### src/common/mib_defs.svh
/*
 * constants of the microinstruction bus decoder: opcodes, field positions,
 * bus geometry and phase timing.
 * assumes a 20 MHz mclk_in; included by bare name.
 */
`ifndef MIB_DEFS_SVH
`define MIB_DEFS_SVH

`define MIB_LINES 22
`define SYNC_W 24
`define JUMP_LINE 15
`define REPLY_BIT 22
`define IRQ_BIT 23

`define OP_MSB 15
`define OP_LSB 8
`define SRC_MSB 7
`define SRC_LSB 4
`define DST_MSB 3
`define DST_LSB 0
`define CSEL_MSB 11
`define CSEL_LSB 9
`define CSENSE_BIT 8

`define JMP_NIBBLE 4'h1
`define OP_OUT_BYTE 8'hfc
`define OP_OUT_WORD 8'hfd
`define OP_OUT_STAT 8'hfe
`define OP_NOP 8'hff

`define CLK_NS 50
`define PHASE_NS 200
`define PHASE_CYC (`PHASE_NS / `CLK_NS)

`define RF_RESET 8'h00
`define FLAGS_RESET 8'h00

`endif

### src/common/mib_pkg.sv
/*
 * types shared by the decoder and its phase sequencer.
 * assumes nothing beyond a SystemVerilog compiler.
 */
package mib_pkg;
  typedef enum logic [1:0] {
    PH1 = 2'b00,
    PH2 = 2'b01,
    PH3 = 2'b10,
    PH4 = 2'b11
  } phase_e;

  typedef struct packed {
    logic nb;
    logic zb;
    logic c4;
    logic c8;
    logic n;
    logic z;
    logic v;
    logic c;
  } flags_s;

  typedef struct packed {
    logic [21:0] dat;
    logic [21:0] oe;
  } mib_drv_s;

  typedef struct packed {
    logic oe;
    logic dout;
    logic [15:0] data;
  } dal_s;
endpackage

### src/rtl/phase_seq.sv
/*
 * four-phase sequencer: each phase lasts PHASE_CYC clocks.
 * assumes an active-low reset from the parent, released in step with clk_in.
 */
`timescale 1ns/1ps
`include "mib_defs.svh"
module phase_seq
  import mib_pkg::*;
#(
  parameter int PHASE_CYC = `PHASE_CYC
) (
  input wire logic clk_in,
  input wire logic rst_n_in,
  output phase_e ph_out,
  output logic last_out
);
  typedef struct packed {
    logic [7:0] cnt;
    phase_e ph;
  } seq_s;

  seq_s q;
  seq_s n;

  always_comb begin
    n = q;
    if (q.cnt == 8'(PHASE_CYC - 1)) begin
      n.cnt = 8'h00;
      n.ph = phase_e'(q.ph + 2'h1);
    end else begin
      n.cnt = q.cnt + 8'h01;
    end
  end

  always_ff @(posedge clk_in or negedge rst_n_in) begin
    if (!rst_n_in) begin
      q <= '{cnt: 8'h00, ph: PH1};
    end else begin
      q <= n;
    end
  end

  assign ph_out = q.ph;
  assign last_out = (q.cnt == 8'(PHASE_CYC - 1));
endmodule

### src/rtl/mib_decoder.sv
/*
 * data-side microinstruction decoder on the precharged four-phase bus.
 * assumes the ROMs precharge the bus and drive each instruction from the
 * start of phase one; bus pins and reply/irq arrive asynchronously.
 */
// Contract
// - output byte drives pair, strobe, waits reply
// - output word drives pair, strobe, waits reply
// - output status: one cycle, no strobe, no wait
// - all-ones opcode is one-cycle no-op
// - conditional jump fields; odd true; two cycles
// - register format: opcode, source, destination fields
// - status and condition flags updated per opcode
// - bus has twenty-two shared lines
// - signal only by pulling precharged lines low
// - bus data carried in complement form
// - four-phase clocked bidirectional bus
// - line meaning depends on current phase
// - phase four: pull jump line when met
// - control chip owns bus in phases two-three
`timescale 1ns/1ps
`include "mib_defs.svh"
module mib_decoder
  import mib_pkg::*;
#(
  parameter int PHASE_CYC = `PHASE_CYC
) (
  input wire logic mclk_in,
  input wire logic arst_n_in,
  input wire logic [21:0] mib_in,
  input wire logic reply_in,
  input wire logic irq_in,
  output mib_drv_s mib_drv_out,
  output dal_s dal_out,
  output logic stall_out,
  output phase_e phase_out,
  output flags_s flags_out
);
  typedef struct packed {
    logic [`SYNC_W-1:0] s1;
    logic [`SYNC_W-1:0] s2;
    logic [`SYNC_W-1:0] s3;
    logic [`SYNC_W-1:0] filt;
    logic [15:0][7:0] rf;
    flags_s flags;
    logic [15:0] ir;
    logic busy;
    logic cyc2;
    logic got;
    mib_drv_s drv;
    dal_s dal;
    logic stall;
    phase_e ph;
  } st_s;

  st_s q;
  st_s n;
  logic [1:0] rst_sync_r;
  logic rst_n;
  phase_e ph;
  logic last;

  assign rst_n = rst_sync_r[1];

  always_ff @(posedge mclk_in or negedge arst_n_in) begin
    if (!arst_n_in) begin
      rst_sync_r <= 2'b00;
    end else begin
      rst_sync_r <= {rst_sync_r[0], 1'b1};
    end
  end

  phase_seq #(
    .PHASE_CYC(PHASE_CYC)
  ) u_seq (
    .clk_in(mclk_in),
    .rst_n_in(rst_n),
    .ph_out(ph),
    .last_out(last)
  );

  function automatic logic is_jump(input logic [15:0] w);
    is_jump = (w[15:12] == `JMP_NIBBLE);
  endfunction

  // word forms of the 80-ef register group take a second microcycle
  function automatic logic two_cycle(input logic [15:0] w);
    logic [7:0] op;
    op = w[`OP_MSB:`OP_LSB];
    two_cycle = is_jump(w) || (op >= 8'h80 && op <= 8'hef && op[1]);
  endfunction

  function automatic logic is_out(input logic [7:0] op);
    is_out = (op == `OP_OUT_BYTE) || (op == `OP_OUT_WORD);
  endfunction

  // upper select bits pick the flag, the low bit picks the sense
  function automatic logic cond_met(input logic [15:0] w, input flags_s f,
                                    input logic irq);
    logic t;
    t = 1'b0;
    case (w[`CSEL_MSB:`CSEL_LSB])
      3'h0: t = f.zb;
      3'h1: t = f.c8;
      3'h2: t = irq;
      3'h3: t = f.nb;
      3'h4: t = f.z;
      3'h5: t = f.c;
      3'h6: t = f.v;
      default: t = f.n;
    endcase
    cond_met = (t == w[`CSENSE_BIT]);
  endfunction

  logic [7:0] op;
  logic [3:0] sa;
  logic [3:0] da;
  logic [15:0] bw;
  logic [15:0] aw;
  logic [15:0] res;
  logic wr;
  logic logic_cls;
  logic oc_cls;
  logic word;
  logic hit;
  logic fin;

  // register-format fields
  assign op = q.ir[`OP_MSB:`OP_LSB];
  assign sa = q.ir[`SRC_MSB:`SRC_LSB];
  assign da = q.ir[`DST_MSB:`DST_LSB];
  assign bw = {q.rf[4'(sa + 4'h1)], q.rf[sa]};
  assign aw = {q.rf[4'(da + 4'h1)], q.rf[da]};
  assign word = op[1];
  assign hit = q.busy && is_jump(q.ir) && cond_met(q.ir, q.flags, q.filt[`IRQ_BIT]);
  assign fin = q.busy && ph == PH4 && last && !(two_cycle(q.ir) && !q.cyc2) &&
               !(is_out(op) && !q.got && !q.filt[`REPLY_BIT]);

  always_comb begin
    res = 16'h0000;
    wr = 1'b1;
    logic_cls = 1'b1;
    oc_cls = 1'b0;
    case (op[7:2])
      6'h20: res = bw;
      6'h21: res = ~bw;
      6'h27: begin
        res = ~bw;
        logic_cls = 1'b0;
        oc_cls = 1'b1;
      end
      6'h30: res = bw & aw;
      6'h31: begin
        res = bw & aw;
        wr = 1'b0;
      end
      6'h32: res = bw | aw;
      6'h33: res = bw ^ aw;
      6'h34: res = ~bw & aw;
      default: begin // other ops and the no-op write nothing
        wr = 1'b0;
        logic_cls = 1'b0;
      end
    endcase
    if (is_jump(q.ir)) begin
      wr = 1'b0;
      logic_cls = 1'b0;
    end
  end

  always_comb begin
    n = q;
    n.s1 = {irq_in, reply_in, mib_in}; // all shared lines sensed
    n.s2 = q.s1;
    n.s3 = q.s2;
    n.filt = (q.s2 & q.s3) | (q.filt & (q.s2 ^ q.s3));
    n.ph = ph;
    n.drv.dat = '0;
    n.drv.oe = '0;
    // only phase one is read; two-three carry the control-chip address
    // fetch only on a free microcycle; a discharged line reads as one
    if (ph == PH1 && last && !q.busy) begin
      n.ir = ~q.filt[15:0];
      n.busy = 1'b1;
      n.cyc2 = 1'b0;
      n.got = 1'b0;
    end
    // jump result by discharge only, aligned to phase four
    if (hit && !q.cyc2 && ((ph == PH3 && last) || (ph == PH4 && !last))) begin
      n.drv.oe[`JUMP_LINE] = 1'b1;
    end
    if (q.busy && ph == PH2 && (is_out(op) || op == `OP_OUT_STAT)) begin
      n.dal.oe = 1'b1;
      n.dal.data = {q.rf[sa], q.rf[da]};
      n.dal.dout = is_out(op);
    end
    if (q.dal.dout && q.filt[`REPLY_BIT]) begin
      n.got = 1'b1;
    end
    // two-cycle words and unanswered outputs hold the decoder
    if (q.busy && ph == PH4 && last && !fin) begin
      n.cyc2 = 1'b1;
      n.stall = is_out(op);
    end
    if (fin) begin
      n.busy = 1'b0;
      n.stall = 1'b0;
      n.dal.oe = 1'b0;
      n.dal.dout = 1'b0;
      // status output ends here whatever reply does
      if (wr) begin // byte forms write the named destination, word forms also the next register
        n.rf[da] = res[7:0];
        if (word) begin
          n.rf[4'(da + 4'h1)] = res[15:8];
        end
      end
      if (logic_cls || oc_cls) begin
        n.flags.nb = res[7];
        n.flags.zb = (res[7:0] == 8'h00);
        if (op[0]) begin
          n.flags.n = word ? res[15] : res[7];
          n.flags.z = word ? (res == 16'h0000) : (res[7:0] == 8'h00);
          n.flags.v = 1'b0;
        end
      end
      // ones-complement clears both carries; only the odd form sets c
      if (oc_cls) begin
        n.flags.c4 = 1'b0;
        n.flags.c8 = 1'b0;
        if (op[0]) begin
          n.flags.c = 1'b1;
        end
      end
    end
  end

  always_ff @(posedge mclk_in or negedge rst_n) begin
    if (!rst_n) begin
      q <= '0;
      q.rf <= {16{`RF_RESET}};
      q.flags <= `FLAGS_RESET;
      q.ph <= PH1;
    end else begin
      q <= n;
    end
  end

  assign mib_drv_out = q.drv;
  assign dal_out = q.dal;
  assign stall_out = q.stall;
  assign phase_out = q.ph;
  assign flags_out = q.flags;
endmodule

### config.mk
export PLATFORM = sky130hd
export DESIGN_NAME = mib_decoder
export DESIGN_NICKNAME = d
export VERILOG_FILES = /design/src/common/mib_pkg.sv /design/src/rtl/phase_seq.sv /design/src/rtl/mib_decoder.sv
export VERILOG_INCLUDE_DIRS = /design/src /design/src/common
export SDC_FILE = /design/constraint.sdc
export NUM_CORES = 1
export LEC_CHECK = 0
export BUFFER_PORTS_ARGS = -buffer_cell sky130_fd_sc_hd__buf_2
export CORE_MARGIN = 2
export CORE_UTILIZATION = 60
export DETAILED_ROUTE_END_ITERATION = 8
export PLACE_DENSITY = 0.81
export REMOVE_ABC_BUFFERS = 1
export SKIP_LAST_GASP = 1
export SYNTH_ARGS = -nofsm -noshare
export SYNTH_HDL_FRONTEND = slang
export SYNTH_HIERARCHICAL = 1
export SYNTH_SLANG_ARGS = --single-unit
### constraint.sdc
create_clock -name mclk_in -period 18.2 [get_ports mclk_in]
set_input_delay 0 -clock mclk_in [delete_from_list [all_inputs] [get_ports mclk_in]]
set_output_delay 0 -clock mclk_in [all_outputs]
set_load 0.03 [all_outputs]
Word-level counts from Yosys, hierarchy flattened
Cells that the tools add are included.
{"block": "op_classes", "n_mux": 34, "magnitude_cmp": 8, "n_addsub": 4, "n_eq_ne": 23, "bitwise_logic": 10, "n_reduce_logical": 54}
{"operator": "$bwmux 128", "n": 2}
{"operator": "$bmux 8 s4", "n": 4}
{"operator": "$mux 128", "n": 1}
{"operator": "$pmux 16 s6", "n": 1}
{"operator": "$demux 8 s4", "n": 2}
{"operator": "$mux 8", "n": 7}
{"operator": "$and 24x24->24", "n": 2}
{"operator": "$eq 6x6->1 const B", "n": 8}
{"operator": "$and 16x16->16", "n": 2}
{"operator": "$not 16->16", "n": 2}
{"operator": "$eq 8x8->1 const B", "n": 3}
{"operator": "$or 24x24->24", "n": 1}
{"operator": "$xor 24x24->24", "n": 1}
{"operator": "$logic_and 1x1->1", "n": 23}
{"operator": "$lt 4x5->1 const B", "n": 4}
{"operator": "$mux 18", "n": 1}
{"operator": "$logic_not 16->1", "n": 1}
{"operator": "$or 16x16->16", "n": 1}
{"operator": "$xor 16x16->16", "n": 1}
{"operator": "$reduce_or 7->1", "n": 2}
{"operator": "$mux 1", "n": 13}
{"operator": "$reduce_bool 2->1", "n": 5}
{"operator": "$eq 3x3->1 const B", "n": 3}
{"operator": "$add 4x1->4 const B", "n": 2}
{"operator": "other kinds (23)", "n": 41}
{"block": "totals", "wordCells": 171, "ff_bits": 282, "output_inout_bits": 73, "input_bits": 26}

Logic depth before layout (Yosys ltp)
Gate-level depths: netlist of the first run.
{"block": "depth", "depth_word": 12, "ltp_mapped": 21, "ltp_nobuf": 13}

By module
The synthesis of the first run kept the hierarchy.
{"mod": "mib_decoder", "area_per_inst_um2": 16174.3, "cells_per_inst": 1427, "instances": 1}
{"mod": "phase_seq", "area_per_inst_um2": 442.9, "cells_per_inst": 39, "instances": 1}

Least setup slack after synthesis of the first run
Ideal clock, no wire load.
{"block": "synth_path", "path_kind": "flip-flop to flip-flop", "start": "register q, in the netlist da[0]", "end": "register q[148] (netlist name)", "path_buffers": 8, "path_stages_with_launch": 21, "setup_slack_ns": 13.622, "t_arrival_ns": 4.457, "path_cell_list": "dfrtp_1 > buf_4 > buf_6 > buf_4 > buf_2 > inv_1 > ha_1 > buf_2 > buf_6 > buf_6 > mux4_2 > mux4_2 > inv_1 > ha_1 > nand2_1 > o21ai_0 > a211oi_1 > o21a_1 > buf_2 > a22oi_1 > o22a_1"}
{"block": "synth_between", "elab_chain_cells": 7}
{"element": "start, declared", "line": "mib_decoder.sv:56", "rtl": "st_s q;"}
{"element": "start signal, assigned", "line": "mib_decoder.sv:244", "rtl": "q <= n;"}
{"element": "$add 4x1->4 (tied with other cells)", "line": "mib_decoder.sv:133, mib_decoder.sv:214"}
{"element": "$bmux 8 s4 (tied with other cells)", "line": "mib_decoder.sv:133", "rtl": "assign aw = {q.rf[4'(da + 4'h1)], q.rf[da]};"}
{"element": "$mux 8 (implied by the code) (tied with other cells)", "line": "mib_decoder.sv:133"}
{"element": "$and 16x16->16 (tied with other cells)", "line": "mib_decoder.sv:159", "rtl": "6'h34: res = ~bw & aw;"}
{"element": "$pmux 16 s6 (tied with other cells)", "line": "mib_decoder.sv:144", "rtl": "case (op[7:2])"}
{"element": "$bwmux 128", "line": "mib_decoder.sv:214", "rtl": "n.rf[4'(da + 4'h1)] = res[15:8];"}
{"element": "$mux 128 (*)", "line": "mib_decoder.sv:213", "rtl": "if (word) begin"}
Every way passes the cells marked *; elsewhere a longest branch is shown, timed or not. The select of a mux whose other input is x is not followed.
A chain may end at the register's enable or synchronous reset.

Worst setup path in the final report of the first run
{"block": "layout_path", "start": "register q, in the netlist da[1]", "end": "register q, in the netlist flags_out[2]"}
{"block": "layout_between", "elab_chain_cells": 7}
{"element": "$add 4x1->4", "line": "mib_decoder.sv:133"}
{"element": "$bmux 8 s4", "line": "mib_decoder.sv:133"}
{"element": "$mux 8 (implied by the code)", "line": "mib_decoder.sv:133"}
{"element": "$and 16x16->16 (tied with other cells)", "line": "mib_decoder.sv:159"}
{"element": "$pmux 16 s6 (*)", "line": "mib_decoder.sv:144"}
{"element": "$logic_not 16->1", "line": "mib_decoder.sv:222", "rtl": "n.flags.z = word ? (res == 16'h0000) : (res[7:0] == 8'h00);"}
{"element": "$mux 1 (*)", "line": "mib_decoder.sv:222"}
Marked as above.

==> results of run 1 <==
metal layers:
| metal | wire length, µm | vias up | track usage |
|---|---|---|---|
| met5 | 0 | - | 0 |
| met4 | 1850 | 0 | 0.143 |
| met3 | 5700 | 163 | 0.0835 |
| met2 | 22000 | 963 | 0.524 |
| met1 | 17300 | 6563 | 0.439 |
| li1 | - | 5523 | - |
state kept, by name, summed over array words and instances, names as in the netlist:
signal and cells:
dal_out 18, u_seq/q 8, q 171, da 4
rst_sync_r 2, stall_out 1, mib_drv_out 1, n 36
flags_out 5, phase_out 2, op 8, u_seq/ph_out 2
Yosys cell counts, drive strengths merged (36+ instances only):
master	n	area, µm²
a22o	36	315
o22ai	54	338
dfrtp	258	6460
nor2	59	221
ha	43	538
nand3	40	205
o21ai	45	233
mux4	128	2890
a22oi	92	691
o22a	77	674
buf	134	910
clkbuf	61	229
inv	38	143
nand2	100	375
a21oi	40	200
mux2i	49	490
layout make-up:
cell class / instances / area, µm² / share of cell area
timing repair buffer: 92 / 626 / 0.0352
tap: 372 / 465 / 0.0262
multi-input combinational: 1020 / 9080 / 0.510
clock inverter: 13 / 188 / 0.0105
inverter: 38 / 143 / 0.00802
sequential: 258 / 6470 / 0.363
clock buffer: 38 / 828 / 0.0466
worst register-to-register path: cells and delay by family, from the launching register on:
family	cells	cell delay, ns
AOI/OAI and AO/OA	4	1.54
and+or+nand+nor	2	0.23
muxes	2	1.13
adders and majority gates	2	1.08
buffers and inverters	4	1.35
DFF	1	0.32
what timing repair did:
| item | CTS | global route |
|---|---|---|
| endpoints found under the hold margin | 20 | 0 |
| gates resized for setup | 0 | 0 |
| hold buffers | 20 | 0 |
| setup buffers | 0 | 0 |
where the power goes:
group	switching (mW)	internal (mW)	total, mW
registers	0.0819	0.625	0.707
logic	0.589	0.357	0.946
clock network	0.240	0.376	0.615
how the worst min path moves through the flow:
| stage | start | end | slack [ns] | cells after the start |
|---|---|---|---|---|
| after global routing | mib_in[2] | n[270] | 0.08 | 2 |
| final | mib_in[10] | n[278] | 0.08 | 2 |
| after global placement | arst_n_in | rst_sync_r[0] | -0.21 | 1 |
| after floorplan | arst_n_in | rst_sync_r[0] | -0.30 | 0 |
| after CTS | mib_in[1] | n[269] | 0.06 | 2 |
| after detailed placement | arst_n_in | rst_sync_r[0] | -0.21 | 1 |
logic make-up after synthesis:
kind of cell,Yosys count,synth area share
AOI/OAI and AO/OA,434,0.195
xor gates and xnor gates,19,0.0109
adders and majority gates,43,0.0324
buffers and inverters,233,0.0771
DFF,258,0.389
muxes,192,0.214
other,2,0.000452
and+or+nand+nor,285,0.0819
metrics by stage:
stage / power [mW] / area (µm²) / cells
floorplan: 1.36 / 15600 / 1316
global placement: 1.60 / 16600 / 1759
detailed placement: 1.63 / 16600 / 1759
CTS: 2.25 / 17800 / 1830
global route: 2.37 / 17800 / 1831
finish: 2.27 / 17800 / 1831
==> impl.org, run 1 <==
** Final layout
- Of the cells placed in the final design, the portion with a size suffix greater than 1 is 0.197.
- Final core utilization :: 0.657
- Final-stage net count :: 1507
- The area growth from synthesis to layout is 7.07%.
- Most used cells in the layout excluding fill and tap cells :: 254 x sky130_fd_sc_hd__dfrtp_1, 125 x sky130_fd_sc_hd__mux4_2, 100 x sky130_fd_sc_hd__nand2_1
- ANT cells :: 0
- The filler cells instantiated in the layout total 2036.
- The library cell used most frequently in the layout, excluding fill and tap cells, is sky130_fd_sc_hd__dfrtp_1.

** Detailed routing
- The detailed router finished its first iteration with 1899 violations.
- Total number of vias :: 13212
- Average vias per placed instance :: 7.22
- First-pass DRT Iterations :: 5
- Detailed-route DRC error count :: 0
- Post-DR wirelength/cell :: 25.6 µm
- Summed over all layers, the routed wires come to 46900 µm.
- Once detail routing completed, the nets flagged for antenna violations numbered 0.

** Hold path
- Class of the most critical hold timing path :: primary input to flip-flop

** Run status
- The run finished with clean final reports.

** Die
- Height of the die :: 170 µm
- Initial core utilization :: 0.613
- The die covers 0.0290 mm².
- 99 I/O pins were placed.
- The region available for standard cell placement spans 0.0271 mm².
- Number of rows in the core area :: 60
- The floorplan step set the die width to 170 µm.

** STA
- The tightest hold path in the finished design has a slack of 0.0811 ns.
- The smallest clock period supported by the final layout is computed as 5.75 ns.
- The number of pins exceeding their max-slew limit in the final report came to 0.
- Worst Slack Setup Final :: 12.45 ns
- Final period utilization :: 0.316
- Number of setup violations in the final report :: 0
- Setup Skew :: 0.0125 ns
- Setup repair after global routing left no endpoint under its margin.
- The number of endpoints with negative hold slack in the final report was 0.
- Setup TNS after final layout :: 0 ns
- Worst slew margin relative to its limit :: 0.206
- At the pin with the least slew margin, the transition time is 1.17 ns.
- Based on the critical path, the design can be clocked at up to 0.174 GHz.

** Placement
- Routability-driven placement finished with a final weighted congestion of 1.00.
- Port Buffers :: 46
- Before CTS, the worst setup slack after placement is 12.57 ns.
- Detailed Place HPWL :: 32600 µm

** Worst setup path
- The worst register-to-register path has a depth of 14.
- End of the critical path :: flags_out[2]
- The worst setup path is launched from a flip-flop.
- Slowest cell delay on critical path :: 0.84 ns
- STA classifies the critical path endpoint as a flip-flop.
- Launch point of the worst reg-to-reg path :: da[1]
- Worst EP arrival :: 6.21 ns
- Number of buffers and inverters on the critical path :: 4
- Kind of cell adding the most delay to the critical path :: compound AO/OA/AOI/OAI gates
- Critical-path top delay cell :: sky130_fd_sc_hd__ha_2
- Data on the critical path is required at its endpoint by 18.66 ns.
- The worst register-to-register path has a setup slack of 12.45 ns.
- Critical Setup Path Class :: flip-flop to flip-flop
- Counting buffers and inverters, the worst setup path is 14 cells deep.
- List of cells traversed by the critical path :: buf_4 -> inv_1 -> ha_2 -> buf_4 -> mux4_2 -> mux4_2 -> inv_1 -> ha_1 -> nand2_1 -> o21ai_0 -> a211oi_4 -> nand4b_1 -> o41a_1 -> o41ai_2
- Critical-path maximum fanout :: 27
- Launch point of the worst path :: da[1]
- Worst reg2reg path endpoint :: flags_out[2]

** Yosys
- Among all flip-flop cells after synthesis, the most frequent one is sky130_fd_sc_hd__dfrtp_1.
- Fraction of the yosys area taken by sequential cells :: 0.389
- Number of synthesized flops with an enable pin :: 0
- Post-synthesis instance area :: 0.0166 mm²
- Count of synthesis-stage warnings from yosys :: 6
- Ys async rst share :: 1.00
- Instance count of the mapped netlist :: 1466
- Count of different cell masters after synthesis :: 73
- Dividing the synthesized area by the synthesized cell count gives 11.3 µm².
- The synthesized design contains 258 register bits.

** Clocking
- In this run the clock root is driven by a sky130_fd_sc_hd__clkbuf_16.
- In this run the number of H-tree levels came out at 1.
- TritonCTS clock tree :: yes
- Number of buffers inserted during clock tree synthesis :: 28
- Number of sinks handled by clock tree synthesis :: 258
- Number of buffers between clock root and the deepest sink :: 3
- The later pin in the worst-skew pair is clocked with a latency of 0.56 ns.
- Clock-pin slew was measured on the worst setup and hold paths at 0.06 ns.

** Run
- Max-cap violations :: 0

** Global routing
- Leftover overflow at the end of global routing :: 0
- Via count of the first global-routing pass :: 13110
- Global-route wire length before repair :: 73900 µm
- Maximum number of pins on one net before global-route repair :: 89
- Combined global-route utilization of all metal layers :: 0.332
- The initial antenna violation count came to 0.

** Power and ir drop
- VDD IR-drop max :: 0.0986 mV
- Standby leakage power :: 7.59 nW
- Power per unit of standard cell area :: 128 mW/mm²
No activity file was read; power rests on OpenSTA's default activity.
==> run 2, diff against run 1 <==
Clock period 18.2 ns to 5.9 ns, I/O delays scaled along.
==> run 2 against run 1 <==
Compared with the run above:
- the flow now finishes with violations (DRC)
- total power grew to 3.1 times the previous value
- critical path depth fell by 1
- cell count up 0.55%
- sequential share of layout area is 0.064 points lower
- routed wire length grew 1.2%
- non-clock buffer count is 7 higher
- global-route usage is 0.075 points lower
- clock-buffer cell count grew 5
==> impl.org, run 2 (synthesis gave the netlist of run 1 again) <==
** Final layout
- The library cell used most frequently in the layout, excluding fill and tap cells, is sky130_fd_sc_hd__dfrtp_1.
- Number of flip-flops in the largest register :: 171
- Counting the fill cells in the layout gives 2018.
- In the layout the commonest cells are 254 x sky130_fd_sc_hd__dfrtp_1, 125 x sky130_fd_sc_hd__mux4_2, 100 x sky130_fd_sc_hd__nand2_1.
- For this run, the share of the core covered by cells in the final layout is 0.658.
- ANT cells :: 0
- Synthesis-to-layout area growth :: 7.26%
- Final cell area excluding filler cells :: 0.0178 mm²
- Share of layout cells above drive strength 1 :: 0.198
- The register with the most flip-flops in the final layout is q.
- Final-stage net count :: 1515

** Detailed routing
- Before antenna repair, the detailed router went through 9 iterations.
- Average vias per placed instance :: 7.35
- Total number of vias :: 13524
- After detailed routing, the total wire length is 47500 µm.
- Count of antenna-violating nets left after detailed routing :: 0
- Detailed-route DRC error count :: 1
- Post-DR wirelength/cell :: 25.8 µm
- Initial DRC Count :: 2285

** Worst setup path
- Element type at the critical path end :: flip-flop
- Counting both buffers and inverters, the worst setup path holds a total of 3.
- Of all nets on the critical path, the largest fanout is 17.
- Slowest cell delay on critical path :: 0.70 ns
- List of cells traversed by the critical path :: inv_1 -> ha_2 -> buf_12 -> mux4_2 -> mux4_2 -> inv_1 -> ha_1 -> nand2_1 -> o21ai_0 -> a211oi_1 -> and2_1 -> a22oi_1 -> o22a_1
- Kind of cell adding the most delay to the critical path :: multiplexers
- Data arrives at the worst endpoint at 5.33 ns.
- Among all stages on the critical path, the largest delay is contributed by sky130_fd_sc_hd__ha_2.
- Type of origin of the critical path :: flip-flop
- By startpoint and endpoint, the worst setup path is classified as flip-flop to flip-flop.
- STA puts the critical path data required time at 6.34 ns.

** Clocking
- Post-CTS setup buffer count :: 0
- Gates resized during post-CTS repair numbered 0.
- Clock latency on the worst-skew pair, taken at its later pin, is 0.56 ns.
- H-tree Lvls :: 1
- The cell sitting at the root of the clock tree is a sky130_fd_sc_hd__clkbuf_16.
- Post-CTS clock slew at the launch and capture registers of the worst setup and hold paths :: 0.06 ns
- Number of buffers between clock root and the deepest sink :: 3
- TritonCTS clock tree :: yes
- Number of buffers inserted during clock tree synthesis :: 29
- The clock net in this run drives a total of 258 sinks.

** STA
- Across all hold checks on the routed design, the worst slack comes to 0.0854 ns.
- Static timing analysis puts the maximum clock frequency at 0.205 GHz.
- Setup violations remaining at the end of the flow were counted as 0.
- Count of pins over their slew limit :: 0
- Slew at the pin closest to its max-slew limit :: 1.10 ns
- Minimum clock period after layout :: 4.88 ns
- The worst pin sits at a relative slew slack of 0.260.
- Setup repair after global routing left no endpoint under its margin.
- Final period utilization :: 0.828
- Setup Skew :: 0.0170 ns
- The number of endpoints with negative hold slack in the final report was 0.

** Power and ir drop
- Power per unit of standard cell area :: 392 mW/mm²
- Total power after layout :: 6.99 mW
- VDD IR-drop max :: 0.273 mV
- In this run the static leakage power is 7.61 nW.

** Global routing
- The first global-routing pass estimated 74000 µm of wire.
- Maximum number of pins on one net before global-route repair :: 155
- Leftover overflow at the end of global routing :: 0
- Combined global-route utilization of all metal layers :: 0.331
- Via count of the first global-routing pass :: 13066
- Number of antenna violations at the first check in global routing :: 0

** Die
- Number of rows in the core area :: 60
- Initial core utilization :: 0.613
- I/O pin count :: 99
- The core region is 0.0271 mm².
- DIE WIDTH :: 170 µm
- Area enclosed by the die boundary :: 0.0290 mm²
- Height of the die :: 170 µm

** Hold path
- In this run the worst hold path is classified as primary input to flip-flop.

** Run
- Max-cap violations in this run came to 0.

** Run status
- Violations in the final reports :: DRC
- Result of the run :: complete, but fails checks

** Placement
- Port Buffers :: 46
- The congestion estimate from routability-driven global placement came to 1.00.
- Detailed Place HPWL :: 33100 µm
- Cell Area, Placed :: 0.0167 mm²
-- run 2: cell count changes in the layout (fill, tap and decap cells not counted), moves of 2 or more --
cell,previous run,this run
sky130_fd_sc_hd__clkbuf_1,1,7
sky130_fd_sc_hd__buf_4,26,30
sky130_fd_sc_hd__buf_12,0,3
sky130_fd_sc_hd__bufinv_16,4,2
sky130_fd_sc_hd__clkbuf_8,9,7
sky130_fd_sc_hd__clkinv_2,5,7
-- run 2: worst paths after layout --
kind	from	depth (start not counted)	to	slack, ns
hold / removal	mib_in[6]	2	n[274]	0.09
hold reg to reg	n[268]	0	n[244]	0.34
min in group asynchronous	arst_n_in	3	rst_sync_r[1]	0.27
setup / recovery	da[1]	13	q[155]	1.02
max in group asynchronous	rst_sync_r[1]	1	q[72]	4.10
setup reg to reg	da[1]	13	q[155]	1.02
-- run 2: per-stage QoR --
step	cells	setup TNS, ns	setup WS (ns)
floorplan	1316	-530.54	-1.82
global placement	1767	0	1.15
detailed placement	1767	0	1.14
CTS	1841	0	1.12
global route	1841	0	0.784
finish	1841	0	1.02
-- run 2: power breakdown --
| part | total, mW | switching, mW | internal, mW |
|---|---|---|---|
| sequential | 2.20 | 0.271 | 1.93 |
| clock | 1.82 | 0.745 | 1.08 |
| combinational | 2.96 | 1.81 | 1.15 |
-- run 2: layout make-up --
| type | count | area [µm²] | area share |
|---|---|---|---|
| Multi-Input combinational cell | 1020 | 9070 | 0.509 |
| Sequential cell | 258 | 6470 | 0.363 |
| Clock buffer | 43 | 848 | 0.0476 |
| Timing Repair Buffer | 99 | 716 | 0.0402 |
| Tap cell | 372 | 465 | 0.0261 |
| Inverter | 38 | 143 | 0.00800 |
| Clock inverter | 11 | 113 | 0.00632 |
-- run 2: routing by layer --
layer,vias up,part of all wire,wire [µm],GRT usage
li1,5542,-,-,-
met1,6701,0.36,16900,0.436
met2,1074,0.47,22500,0.531
met3,207,0.13,6150,0.0865
met4,0,0.041,1920,0.122
met5,-,0,0,0.0104
-- run 2: timing repair --
| action | in CTS | in global routing |
|---|---|---|
| hold buffers | 20 | 0 |
| endpoints found under the setup margin | 0 | 0 |
| endpoints found under the hold margin | 20 | 0 |
==> run 3, diff against run 2 <==
Clock period 5.9 ns to 4.5 ns, I/O delays scaled along.
==> run 3 against run 2 <==
Compared with the run above:
- the flow now finishes without violations
- die area is the same
- core utilization rose by 1.2 points
- sequential share of layout area fell by 0.66 points
- non-clock buffer count is 28 higher
- routed wire length rose by 2.8%
- flip-flop and latch count stayed put
- maximum frequency grew 19%
- cell count rose by 1.5%
- sequential power rose by 30%
- critical endpoint is now q[175]
- largest power group unchanged
==> impl.org, run 3 (synthesis gave the netlist of run 1 again) <==
** STA
- Count of pins over their slew limit :: 0
- Number of setup violations in the final report :: 0
- Highest achievable clock rate :: 0.243 GHz
- Slew at the pin closest to its max-slew limit :: 1.28 ns
- The number of endpoints with negative hold slack in the final report came to 0.
- Between clock sinks in the finished design, the worst skew comes to 0.0205 ns.
- Unrepaired setup endpoints after global routing :: false
- The worst path in the final design needs a cycle of 4.11 ns, including I/O delays and setup.
- Final period utilization :: 0.914
- In the post-route analysis, the smallest setup slack over all paths is 0.389 ns.
- Measured against its own limit, the worst slew margin works out to 0.141.

** Global routing
- Entering global routing, the biggest net connects 83 pins.
- The via count of the first global-routing pass came to 13289.
- The initial antenna violation count came to 0.
- The first global-routing pass estimated 76600 µm of wire.
- In the global route stage, overall resource usage came out at 0.345.
- Leftover overflow at the end of global routing :: 0

** Die
- The total area inside the core boundary comes to 0.0271 mm².
- For this design the top-level I/O count stands at 99.
- Area enclosed by the die boundary :: 0.0290 mm²
- Height of the die :: 170 µm
- Number of rows in the core area :: 60
- The die is 170 µm wide.
- Initial core utilization :: 0.613

** Detailed routing
- The routed layout has 13532 vias.
- Post-DR wirelength/cell :: 26.1 µm
- For this run, the detailed router's first-pass iteration total came to 6.
- Wires add up to 48800 µm.
- In this run the top signal layer used is met4.
- For this block, the initial DRC count from the detailed router was 2133.
- Wire segments on met2 add up to 21900 µm in the final route.
- Detailed-route wire length on metal 1 :: 18300 µm
- The count of nets left with antenna violations once routing finished came out at 0.
- In the routed layout, each cell is associated on average with a via count of 7.24.
- Detailed-routed wire length on met3 :: 6440 µm
- Detailed-route DRC error count :: 0

** Power and ir drop
- VDD IR-drop max :: 0.357 mV
- Total power after layout :: 9.50 mW
- Standby leakage power :: 7.79 nW
- Power spread over the standard cell area amounts to 523 mW/mm².

** Final layout
- The library cell used most frequently in the layout, excluding fill and tap cells, is sky130_fd_sc_hd__dfrtp_1.
- The register with the most flip-flops in the layout has 171 of them.
- The register with the most flip-flops in the final layout is q.
- Count of filler cells inserted in the layout :: 1978
- Final cell area excluding filler cells :: 0.0182 mm²
- ANT cells :: 0
- In the layout the commonest cells are 254 x sky130_fd_sc_hd__dfrtp_1, 125 x sky130_fd_sc_hd__mux4_2, 100 x sky130_fd_sc_hd__nand2_1.
- Final-stage net count :: 1543
- In the final layout, the share of cells above drive strength 1 is 0.214.
- From synthesis to final layout, the design area changed by 9.25%.

** Worst setup path
- The worst setup path is of the flip-flop to flip-flop kind.
- Along the worst path, the maximum fanout reaches 17.
- For the worst setup path, the data arrival time is 4.57 ns.
- At the worst endpoint, the required time is 4.96 ns.
- For this design, the slowest cell found on the critical path is sky130_fd_sc_hd__ha_2.
- STA classifies the critical path endpoint as a flip-flop.
- In this design, the stage delay of the slowest critical-path cell is 0.63 ns.
- List of cells traversed by the critical path :: ha_2 -> buf_4 -> mux4_2 -> mux4_2 -> inv_1 -> ha_1 -> nand2_1 -> o21ai_0 -> a211oi_4 -> buf_4 -> a22oi_1 -> o22a_1
- Type of origin of the critical path :: flip-flop

** Clocking
- Quantity of hold-fixing buffers added after cts :: 20
- TritonCTS built the clock tree.
- Buffers added to address setup during post-CTS repair amount to 0.
- The clock drives 258 sinks.
- The clock passes through at most 3 buffers.
- Post-CTS clock slew at the launch and capture registers of the worst setup and hold paths :: 0.07 ns
- Worst-skew pair later-pin latency :: 0.58 ns
- Number of buffers inserted during clock tree synthesis :: 29
- The root buffer cell chosen for the clock tree is sky130_fd_sc_hd__clkbuf_16.
- H-tree Lvls :: 1
- Post_cts resized :: 0

** Hold path
- The tightest min-delay check is of the primary input to flip-flop type.

** Run
- Max-cap violations :: 0

** Placement
- Routability-driven placement finished with a final weighted congestion of 1.02.
- Port buffering added 46 buffers.
- OpenSTA, run right after detailed placement, puts the worst setup slack at 0.404 ns.
- The placed instances occupy a cell area of 0.0169 mm².
- Detailed Place HPWL :: 34400 µm

** Run status
- Result of the run :: finished, final reports clean
## run 3: stage by stage
stage / cells / hold WS [ns] / TNS, ns / util
after CTS: 1869 / 0.0555 / 0 / 0.670
after global routing: 1869 / 0.0658 / 0 / 0.670
after global placement: 1795 / -0.213 / 0 / 0.624
after floorplan: 1316 / -0.296 / -1071.94 / -
after detailed placement: 1795 / -0.213 / 0 / 0.624
final: 1869 / 0.0577 / 0 / 0.670
## run 3: final timing paths
check / endpoint / depth (start not counted) / from / slack (ns)
worst min register to register: n[247] / 0 / n[271] / 0.35
max in group asynchronous: u_seq/q[8] / 1 / rst_sync_r[1] / 2.98
min in group asynchronous: rst_sync_r[1] / 3 / arst_n_in / 0.27
worst min-delay path: n[278] / 2 / mib_in[10] / 0.06
worst max-delay path: q[175] / 12 / q[73] / 0.39
worst max register to register: q[175] / 12 / q[73] / 0.39
## run 3: metal layers
| layer | global-route usage | vias to the layer above |
|---|---|---|
| li1 | - | 5596 |
| met1 | 0.468 | 6668 |
| met2 | 0.530 | 1060 |
| met3 | 0.0991 | 208 |
| met4 | 0.135 | 0 |
| met5 | 0 | - |
## run 3: layout make-up
class / count / area, µm² / share of cell area
Clock buffer: 37 / 786 / 0.0433
Multi-Input combinational cell: 1020 / 9070 / 0.500
Sequential cell: 258 / 6470 / 0.356
Tap cell: 372 / 465 / 0.0256
Inverter: 38 / 143 / 0.00786
Clock inverter: 17 / 270 / 0.0149
Timing Repair Buffer: 127 / 951 / 0.0524
## run 3: worst max-delay path: cells and delay by family, from the launching register on
kind | cells | cell delay [ns]
AOI/OAI and AO/OA | 4 | 0.73
adders and majority gates | 2 | 0.86
buffers and inverters | 3 | 0.78
DFF | 1 | 0.45
muxes | 2 | 1.08
and+or+nand+nor | 1 | 0.06
## run 3: where the power goes
part	internal (mW)	total, mW	switching (mW)
combinational	1.56	4.03	2.47
clock	1.59	2.62	1.03
sequential	2.53	2.85	0.317
